$ cat config.mk
export PLATFORM = sky130hd
export DESIGN_NAME = card_port_status_flags
export DESIGN_NICKNAME = d
export VERILOG_FILES = /design/src/design/card_port_pkg.sv /design/src/design/card_port_status_flags.sv /design/src/design/pin_sync.sv
export VERILOG_INCLUDE_DIRS = /design/src /design/src/design
export SDC_FILE = /design/constraint.sdc
export NUM_CORES = 1
export LEC_CHECK = 0
export ABC_AREA = 1
export BUFFER_PORTS_ARGS = -buffer_cell sky130_fd_sc_hd__buf_2
export CORE_MARGIN = 5
export CORE_UTILIZATION = 42
export CTS_CLUSTER_DIAMETER = 30
export DETAILED_ROUTE_END_ITERATION = 16
export PLACE_DENSITY = 0.74
export SYNTH_ARGS = -nofsm -noshare
export SYNTH_HDL_FRONTEND = slang
export SYNTH_SLANG_ARGS = --single-unit
$ cat constraint.sdc
create_clock -name pclk -period 0.8 [get_ports pclk]
set_input_delay 0.16 -clock pclk [delete_from_list [all_inputs] [get_ports pclk]]
set_output_delay 0.16 -clock pclk [all_outputs]
set_load 0.01 [all_outputs]
$ cat src/design/card_port_defines.svh
// register offsets, field positions and reset values of the card port
`ifndef CARD_PORT_DEFINES_SVH
`define CARD_PORT_DEFINES_SVH

// ********************
// register offsets
// ********************
`define ADDR_STATUS 12'h000
`define ADDR_CONTROL 12'h004
`define ADDR_MODE_CONFIG 12'h008

// ********************
// control and mode fields
// ********************
`define BIT_SEND_COMMAND 0
`define BIT_START_WRITE 1
`define BIT_START_READ 2
`define BIT_EXPECT_BOOT_ACK 0
`define BIT_READ_END_STOP 1

// ********************
// status fields
// ********************
`define FLAGS_WIDTH 19
`define ST_COMMAND_ISSUED 0
`define ST_RESPONSE_RECEIVED 1
`define ST_RESPONSE_TIMEOUT 2
`define ST_RESPONSE_CRC_ERROR 3
`define ST_WRITE_DONE 4
`define ST_READ_DONE 5
`define ST_READ_TIMEOUT 6
`define ST_DATA_CRC_ERROR 7
`define ST_CARD_INTERRUPT 8
`define ST_CARD_INSERT 9
`define ST_DATA_LINE_THREE 10
`define ST_FIFO_OVERFLOW 11
`define ST_FIFO_UNDERFLOW 12
`define ST_COMMAND_COMPLETE 13
`define ST_BOOT_ACK 14
`define ST_LOCK_LOST 15
`define ST_LOCKED 16
`define ST_DATA_LINE_ZERO 17
`define ST_READ_END_ERROR 18

// ********************
// pin synchroniser lanes
// ********************
`define SYNC_WIDTH 6
`define PIN_CARD_CLOCK 0
`define PIN_DATA_LINE_ZERO 1
`define PIN_DATA_LINE_THREE 2
`define PIN_CARD_INSERT 3
`define PIN_INTERRUPT_LINE 4
`define PIN_DLL_LOCK 5

// ********************
// reset values
// ********************
`define RESET_FLAGS 19'h0_8000
`define RESET_WORD 32'h0000_0000
`define RESET_PINS 6'h00

`endif

$ cat src/design/card_port_pkg.sv
// types shared by the card port status block
package card_port_pkg;

    // one-cycle event pulses from the command and data engines
    typedef struct packed {
        logic command_issued;
        logic response_received;
        logic response_crc_error;
        logic response_timeout;
        logic command_complete;
        logic boot_ack;
        logic write_underflow;
        logic read_overflow;
        logic data_crc_error;
        logic read_timeout;
        logic read_blocks_done;
        logic write_blocks_done;
        logic last_read_byte;
    } engine_events_t;

    // levels from the engines
    typedef struct packed {
        logic counting_busy;
        logic response_expected;
    } engine_levels_t;

    // asynchronous card side pins
    typedef struct packed {
        logic dll_lock;
        logic card_interrupt_line_n;
        logic card_insert_input;
        logic data_line_three_level;
        logic data_line_zero_level;
        logic card_clock;
    } pins_t;

    typedef struct packed {
        logic start_read_bit;
        logic start_write_bit;
        logic send_command_bit;
    } control_t;

    typedef struct packed {
        logic read_end_clock_stop;
        logic expect_boot_acknowledge;
    } mode_t;

    typedef struct packed {
        control_t control;
        mode_t mode;
        logic [18:0] flags;
        logic card_clock_prev;
        logic [31:0] read_data;
        logic slave_error;
    } status_state_t;

endpackage

$ cat src/design/card_port_status_flags.sv
// card port status flags with control, mode config and apb slave
`timescale 1ns/1ps
`default_nettype none
`include "card_port_defines.svh"

module card_port_status_flags (
    input wire logic pclk,
    input wire logic presetn,
    input wire logic ce,
    input wire logic psel,
    input wire logic penable,
    input wire logic pwrite,
    input wire logic [11:0] paddr,
    input wire logic [31:0] pwdata,
    output logic [31:0] prdata,
    output logic pready,
    output logic pslverr,
    input wire card_port_pkg::pins_t pins,
    input wire card_port_pkg::engine_events_t events,
    input wire card_port_pkg::engine_levels_t levels,
    output card_port_pkg::control_t control,
    output card_port_pkg::mode_t mode,
    output logic [31:0] card_port_status
);

    // ********************
    // pin synchronisers
    // ********************
    logic [`SYNC_WIDTH-1:0] pins_sync;

    pin_sync #(
        .WIDTH(`SYNC_WIDTH)
    ) u_pin_sync (
        .pclk(pclk),
        .presetn(presetn),
        .ce(ce),
        .async_in(pins),
        .sync_out(pins_sync)
    );

    // ********************
    // state
    // ********************
    card_port_pkg::status_state_t state;
    card_port_pkg::status_state_t next_state;

    logic setup;
    logic access;
    logic write_access;
    logic hit_status;
    logic hit_control;
    logic hit_mode;
    logic mapped;
    logic card_clock_rise;
    logic send_pulse;
    logic read_pulse;
    logic write_pulse;
    logic boot_clear;
    logic [18:0] set_mask;
    logic [18:0] clear_mask;
    logic [31:0] read_word;

    // ********************
    // bus decode
    // ********************
    always_comb begin
        setup = psel && !penable;
        access = psel && penable;
        write_access = access && pwrite && ce;
        hit_status = paddr == `ADDR_STATUS;
        hit_control = paddr == `ADDR_CONTROL;
        hit_mode = paddr == `ADDR_MODE_CONFIG;
        mapped = hit_status || hit_control || hit_mode;
    end

    // ********************
    // firmware strobes
    // ********************
    // a 1 written to a start bit relaunches the operation and clears flags
    always_comb begin
        send_pulse = write_access && hit_control &&
            pwdata[`BIT_SEND_COMMAND];
        read_pulse = write_access && hit_control &&
            pwdata[`BIT_START_READ];
        write_pulse = write_access && hit_control &&
            pwdata[`BIT_START_WRITE];
        // falling edge of the expect setting only
        boot_clear = write_access && hit_mode &&
            state.mode.expect_boot_acknowledge &&
            !pwdata[`BIT_EXPECT_BOOT_ACK];
    end

    // ********************
    // link clock edge
    // ********************
    // the card clock is slow enough to be sampled on pclk
    always_comb begin
        card_clock_rise = pins_sync[`PIN_CARD_CLOCK] &&
            !state.card_clock_prev;
    end

    // ********************
    // sticky event sets and clears
    // ********************
    always_comb begin
        set_mask = '0;
        clear_mask = '0;
        set_mask[`ST_READ_END_ERROR] = events.last_read_byte &&
            state.mode.read_end_clock_stop &&
            levels.counting_busy;
        clear_mask[`ST_READ_END_ERROR] = read_pulse;
        set_mask[`ST_BOOT_ACK] = events.boot_ack;
        clear_mask[`ST_BOOT_ACK] = boot_clear;
        set_mask[`ST_COMMAND_COMPLETE] = events.command_complete;
        clear_mask[`ST_COMMAND_COMPLETE] = send_pulse;
        set_mask[`ST_FIFO_UNDERFLOW] = events.write_underflow;
        clear_mask[`ST_FIFO_UNDERFLOW] = write_pulse;
        set_mask[`ST_FIFO_OVERFLOW] = events.read_overflow;
        clear_mask[`ST_FIFO_OVERFLOW] = read_pulse;
        set_mask[`ST_DATA_CRC_ERROR] = events.data_crc_error;
        clear_mask[`ST_DATA_CRC_ERROR] = read_pulse || write_pulse;
        set_mask[`ST_READ_TIMEOUT] = events.read_timeout;
        clear_mask[`ST_READ_TIMEOUT] = read_pulse;
        set_mask[`ST_READ_DONE] = events.read_blocks_done;
        clear_mask[`ST_READ_DONE] = read_pulse;
        set_mask[`ST_WRITE_DONE] = events.write_blocks_done;
        clear_mask[`ST_WRITE_DONE] = write_pulse;
        set_mask[`ST_RESPONSE_CRC_ERROR] = events.response_crc_error;
        clear_mask[`ST_RESPONSE_CRC_ERROR] = send_pulse;
        set_mask[`ST_RESPONSE_TIMEOUT] = events.response_timeout;
        clear_mask[`ST_RESPONSE_TIMEOUT] = send_pulse;
        set_mask[`ST_RESPONSE_RECEIVED] = events.response_received;
        clear_mask[`ST_RESPONSE_RECEIVED] = send_pulse;
        set_mask[`ST_COMMAND_ISSUED] = events.command_issued;
        clear_mask[`ST_COMMAND_ISSUED] = send_pulse;
    end

    // ********************
    // read data mux
    // ********************
    always_comb begin
        read_word = `RESET_WORD;
        if (hit_status) begin
            read_word[`FLAGS_WIDTH-1:0] = state.flags;
        end else if (hit_control) begin
            read_word[`BIT_SEND_COMMAND] = state.control.send_command_bit;
            read_word[`BIT_START_WRITE] = state.control.start_write_bit;
            read_word[`BIT_START_READ] = state.control.start_read_bit;
        end else if (hit_mode) begin
            read_word[`BIT_EXPECT_BOOT_ACK] =
                state.mode.expect_boot_acknowledge;
            read_word[`BIT_READ_END_STOP] = state.mode.read_end_clock_stop;
        end
    end

    // ********************
    // next state
    // ********************
    always_comb begin
        next_state = state;
        if (ce) begin
            next_state.card_clock_prev = pins_sync[`PIN_CARD_CLOCK];

            // set wins over a clear in the same cycle
            next_state.flags = (state.flags & ~clear_mask) | set_mask;

            // live levels, no latching
            next_state.flags[`ST_DATA_LINE_ZERO] =
                pins_sync[`PIN_DATA_LINE_ZERO];
            next_state.flags[`ST_LOCKED] =
                pins_sync[`PIN_DLL_LOCK];
            next_state.flags[`ST_LOCK_LOST] =
                !pins_sync[`PIN_DLL_LOCK];
            next_state.flags[`ST_DATA_LINE_THREE] =
                pins_sync[`PIN_DATA_LINE_THREE];
            next_state.flags[`ST_CARD_INSERT] =
                pins_sync[`PIN_CARD_INSERT];

            // interrupt is an active low card line, sampled on card clock
            if (card_clock_rise) begin
                next_state.flags[`ST_CARD_INTERRUPT] =
                    !pins_sync[`PIN_INTERRUPT_LINE];
            end

            // hardware clears of the control bits
            if (events.response_received || events.response_timeout ||
                (events.command_issued && !levels.response_expected)) begin
                next_state.control.send_command_bit = 1'b0;
            end
            if (events.read_blocks_done || events.read_timeout ||
                set_mask[`ST_READ_END_ERROR]) begin
                // after a read-end error firmware must relaunch the read
                next_state.control.start_read_bit = 1'b0;
            end
            if (events.write_blocks_done) begin
                next_state.control.start_write_bit = 1'b0;
            end

            // firmware sets win over the hardware clears
            if (send_pulse) begin
                next_state.control.send_command_bit = 1'b1;
            end
            if (read_pulse) begin
                next_state.control.start_read_bit = 1'b1;
            end
            if (write_pulse) begin
                next_state.control.start_write_bit = 1'b1;
            end

            if (write_access && hit_mode) begin
                next_state.mode.expect_boot_acknowledge =
                    pwdata[`BIT_EXPECT_BOOT_ACK];
                next_state.mode.read_end_clock_stop =
                    pwdata[`BIT_READ_END_STOP];
            end
            // writes to the status word are dropped without error

            // read data and error are captured in the setup cycle
            if (setup) begin
                next_state.read_data = pwrite ? `RESET_WORD : read_word;
                next_state.slave_error = !mapped;
            end
        end
    end

    always_ff @(posedge pclk or negedge presetn) begin
        if (!presetn) begin
            state.control <= '0;
            state.mode <= '0;
            state.flags <= `RESET_FLAGS;
            state.card_clock_prev <= 1'b0;
            state.read_data <= `RESET_WORD;
            state.slave_error <= 1'b0;
        end else begin
            state <= next_state;
        end
    end

    // ********************
    // outputs
    // ********************
    // no wait states; a frozen clock enable stalls the bus instead
    always_comb begin
        pready = ce;
        pslverr = access && ce && state.slave_error;
        prdata = state.read_data;
        control = state.control;
        mode = state.mode;
        card_port_status = {13'h0000, state.flags};
    end

endmodule
`default_nettype wire

$ cat src/design/pin_sync.sv
// two flip-flop synchroniser for a group of pins
`timescale 1ns/1ps
`default_nettype none
module pin_sync #(
    parameter int WIDTH = 1
) (
    input wire logic pclk,
    input wire logic presetn,
    input wire logic ce,
    input wire logic [WIDTH-1:0] async_in,
    output logic [WIDTH-1:0] sync_out
);
    typedef struct packed {
        logic [WIDTH-1:0] second;
        logic [WIDTH-1:0] first;
    } sync_state_t;

    sync_state_t state;
    sync_state_t next_state;

    // first stage feeds only the second stage
    always_comb begin
        next_state = state;
        if (ce) begin
            next_state.first = async_in;
            next_state.second = state.first;
        end
    end

    always_ff @(posedge pclk or negedge presetn) begin
        if (!presetn) begin
            state <= '0;
        end else begin
            state <= next_state;
        end
    end

    assign sync_out = state.second;
endmodule
`default_nettype wire

Word level (Yosys, flattened, before mapping). Cells that the tools add are included.

Bits in registers: 70. Output and inout port bits: 71. Bits of input ports: 71. Word-level logic and storage cells: 69.

Multiplexer cells: 13. Equality and inequality tests: 2. Bitwise operators: 3. Reduce and logical (&&, ||, !) cells: 40.

Operators with widths (number): $and A19 B19 Y19 (1); $mux W19 (1); $not A19 Y19 (1); $or A19 B19 Y19 (1); $logic_and A1 B1 Y1 (17); $mux W16 (1); $eq A12 B3 Y1 const B (1); $eq A12 B4 Y1 const B (1); $logic_not A12 Y1 (1); $reduce_and A2 Y1 (5); $mux W1 (8); $logic_not A1 Y1 (7); $logic_or A1 B1 Y1 (7); $reduce_bool A2 Y1 (3); $mux W2 (2); $mux W3 (1).

Logic depth before layout (Yosys ltp).
Depth after elaboration: 10. Mapped depth: 8. Gate-level depth less buffers: 8.

Hierarchy. From an unflattened synthesis, not the netlist that was laid out.

Cells, all modules: 358. Area, all modules: 3079.2 µm².

Modules (own cells, without submodules): card_port_status_flags (times used 1, seq. area each 1127.3 µm², cells an instance 301, area each 2576.2 µm²); pin_sync (times used 1, seq. area each 300.3 µm², cells an instance 57, area each 503.0 µm²).

Worst setup path before layout. No wires, ideal clock.

Path type: input to register. From: in paddr[9]. To: reg state, in the netlist card_port_status[7]. Buffers on the path: 1. Path slack: -0.277 ns. Stages on the path: 7. Library setup time: 0.118 ns. Data arrival time: 0.958 ns. Required time: 0.682 ns. Cells stage by stage: nor2_1 nand2_1 nor2_4 buf_4 nand4_1 nand3_1 nand2_1.

Cells in the longest elaborated chain, start to end: 7. Elaborated cells on any way between the ends: 8. Those cells by class: eq/ne (1); bitwise (3); reduce/logical (4).

Ends and longest elaborated chain: from (decl) (line card_port_status_flags.sv:13) `input wire logic [11:0] paddr,`; $eq A12 B3 Y1 (no line) (*); $logic_and A1 B1 Y1 (*) (line card_port_status_flags.sv:83, card_port_status_flags.sv:85); $logic_and A1 B1 Y1, on equally long branches (line card_port_status_flags.sv:83, card_port_status_flags.sv:85); $logic_or A1 B1 Y1 (*) (line card_port_status_flags.sv:121) `` clear_mask[`ST_DATA_CRC_ERROR] = read_pulse || write_pulse; ``; $not A19 Y19 (*) (line card_port_status_flags.sv:165) `next_state.flags = (state.flags & ~clear_mask) | set_mask;`; $and A19 B19 Y19 (*) (line card_port_status_flags.sv:165); $or A19 B19 Y19 (*) (line card_port_status_flags.sv:165); to (signal assigned) (line card_port_status_flags.sv:235) `state <= next_state;`; to (decl) (line card_port_status_flags.sv:44) `card_port_pkg::status_state_t state;`.

Mark *: on every way between the ends. The rest lies on a longest branch, timed or not. A chain may end at the register's enable or synchronous reset.

Final worst setup path.
From: reg state, in the netlist card_port_status[15]. To: out card_port_status[15].

RTL lines: to (decl) (line card_port_status_flags.sv:23) `output logic [31:0] card_port_status`.

No word-level cell between the ends.

==> flow_metrics.env <==
export IMPL_grtUsageTotal_pct=19.2
export IMPL_io_pins=142
export IMPL_grt_pass1_wl_um=13000
export IMPL_chipHeight_um=93.9
export IMPL_crit_path_start_kind="flop"
export IMPL_synth_async_reset_ratio_pct=100
export IMPL_synth_area_top_cells="dfrtp_1, buf_4, nand2_1"
export IMPL_post_route_period_util_pct=144
export IMPL_fmax_mhz=869
export IMPL_syn_inst=346
export IMPL_total_power_w=0.00744
export IMPL_clock_sinks=57
export IMPL_r2r_end="control[2]"
export IMPL_rows=30
export IMPL_crit_type="reg -> out"
export IMPL_critPathTopFamily="flip-flops"
export IMPL_cts_tree="done"
export IMPL_holdWs_ns=0.0135
export IMPL_wirelength_um=9890
export IMPL_synth_simple_area_share_pct=21.2
export IMPL_grt_util_met1_pct=23.2
export IMPL_rsz0062_at_grt="true"
export IMPL_grt_busiest_layer="met2"
export IMPL_fin_crit_ns=1.15
export IMPL_clock_latency_ns=0.34
export IMPL_drv_slew=0
export IMPL_hold_viol=0
export IMPL_grt_max_degree=58
export IMPL_synth_compound_area_share_pct=7.41
export IMPL_reg2reg_from="mode[1]"
export IMPL_core_um2=6830
export IMPL_hpwl_um=5080
export IMPL_avgRoutedWirePerCell_um=17.4
export IMPL_vias_per_cell=4.95
export IMPL_gr_total_overflow=0
export IMPL_ir_worst_vdd_mv=0.941
export IMPL_crit_chain="buf_6"
export IMPL_p_per_area_nw_per_um2=1620
export IMPL_gp_congestion=0.783
export IMPL_ys_flop_type="dfrtp_1"
export IMPL_fillerInstances=482
export IMPL_fin_setup_tns_ns=-13.59
export IMPL_p_leak_nw=2.38
export IMPL_cp_required_ns=0.64
export IMPL_antenna_found_initial=0
export IMPL_synth_area_um2=2950
export IMPL_synth_warnings=0
export IMPL_crit_buf_inv=1
export IMPL_finalSetupViolations=79
export IMPL_synthMuxAreaShare_pct=0
export IMPL_synth_seq_cells=57
export IMPL_port_buffers=86
export IMPL_die_w_um=93.9
export IMPL_vias=2814
export IMPL_use_met2_pct=31.3
export IMPL_avgSynthCellArea_um2=8.54
export IMPL_grt_pass1_vias=2560
export IMPL_synth_xor_area_share_pct=0
export IMPL_cp_max_fo=2
export IMPL_reg2reg_depth=4
export IMPL_area_growth_pct=55.4
export IMPL_place_area_um2=3290
export IMPL_yosysTopAreaCell="dfrtp_1"
export IMPL_critPathLaunch="card_port_status[15]"
export IMPL_drive_above_1_share_pct=53.0
export IMPL_drv_cap=0
export IMPL_cp_depth=1
export IMPL_fin_nets=538
export IMPL_timing_reg2reg_setup_slack_ns=-0.19
export IMPL_cts_buffer_depth=2
export IMPL_synth_fa_ha_area_share_pct=0
export IMPL_min_from="events[6]"
export IMPL_clk_pin_slew_ns=0.07
export IMPL_fin_ws_ns=-0.351
export IMPL_synth_edff_count=0
export IMPL_die_area_um2=8810
export IMPL_worstHoldPathType="in -> reg"
export IMPL_final_antenna_net_count=0
export IMPL_synth_top_area_share_pct=47.4
export IMPL_endpoint="card_port_status[15]"
export IMPL_diodes=0
export IMPL_synth_top_family_by_area="buffers and inverters"
export IMPL_ctsHtreeMaxLevel=3
export IMPL_ys_seq_area_share_pct=48.3
export IMPL_start_util_pct=43.2
export IMPL_drt_iter0_drc=277
export IMPL_violations="setup timing"
export IMPL_use_met3_pct=4.89
export IMPL_status="finished with violations"
export IMPL_end_kind="primary output"
export IMPL_worst_ep_arrival_time_ns=0.99
export IMPL_crit_slowest_cell="dfstp_2"
export IMPL_ys_types=28
export IMPL_clock_skew_ns=0.0107
export IMPL_max_stage_delay_ns=0.55
export IMPL_cts_buffers=9
export IMPL_design_area_um2=4590
export IMPL_root_buffer="clkbuf_8"
export IMPL_drc=0
export IMPL_first_pass_iters=6
## routing by layer
layer  part of all wire [%]  vias to the layer above
li1                       -                     1244
met1                     38                     1334
met2                     48                      184
met3                    7.7                       52
met4                    6.2                        0
met5                      0                        -
## timing repair
item,CTS,global route
hold buffers,2,0
pin swaps,28,41
buffers inserted,38,17
cloned,3,2
resized for setup,60,87
endpoints found under the setup margin,81,86
endpoints found under the hold margin,57,0
## registers in the layout, indices dropped and copies added, names as in the netlist
name	count
state	2
u_pin_sync.sync_out	6
card_port_status	19
u_pin_sync.state	6
prdata	19
control	3
mode	2
## metrics by stage
stage	worst slack (ns)	std cells	util (%)
3_5_place_dp	-0.623	497	48.1
4_1_cts	-0.359	556	61.5
5_1_grt	-0.413	568	67.2
6_report	-0.351	568	67.2
2_1_floorplan	-0.226	371	-
3_3_place_gp	-0.520	497	48.1
## area by class of cell
class                      instances  area, um^2  area share, %
timing repair buffer             160        1310           28.5
multi-input combinational        211        1340           29.1
sequential                        57        1430           31.1
clock buffer                      11         141           3.08
clock inverter                     5         103           2.23
inverter                          27         139           3.03
tap                               96         120           2.62
timing repair inverter             1        16.3          0.354
## synth_stat cells, types with 4 or more instances
master    number
o21ai_1       10
nand2_1      109
nor2_1         7
buf_4         72
inv_1         24
dfrtp_1       56
nand3_1       12
nor2_2         4
clkbuf_1       5
nand4_1        4
o21ai_0       16
o31ai_1        6
## logic make-up after synthesis
family                 Yosys count
AND/OR/NAND/NOR                144
AO/OA/AOI/OAI                   38
flip-flops                      57
buffers and inverters          106
other                            1
## report_power, final
part	switching, W	leakage, nW	internal (W)
clock	0.00123	0.120	0.00215
sequential	0.0000729	0.690	0.00300
combinational	0.000553	1.57	0.000432
total	0.00186	2.38	0.00559
## worst min path at each step
stage / end / slack (ns) / depth (start not counted)
after global routing: u_pin_sync.state[4] / -0.002 / 3
after global placement: card_port_status[18] / 0.18 / 2
after floorplan: card_port_status[0] / -0.14 / 0
after detailed placement: prdata[5] / 0.19 / 2
after CTS: u_pin_sync.state[4] / 0.003 / 3
final: card_port_status[12] / 0.01 / 3
## cell usage in the layout (no fill, tap or decap), drive strengths merged
cell	count
conb	26
o21bai	2
a21boi	1
nand2	114
o21ai	26
a211oi	1
bufinv	3
buf	158
clkinv	3
inv	26
o31ai	6
clkinvlp	1
nor2	12
nand3b	2
dfstp	1
clkbuf	11
nand3	12
dfrtp	56
nand4	6
dlygate4sd3	2
o2111ai	1
nor3	1
a21oi	1
No activity file was read; power rests on OpenSTA's default activity.
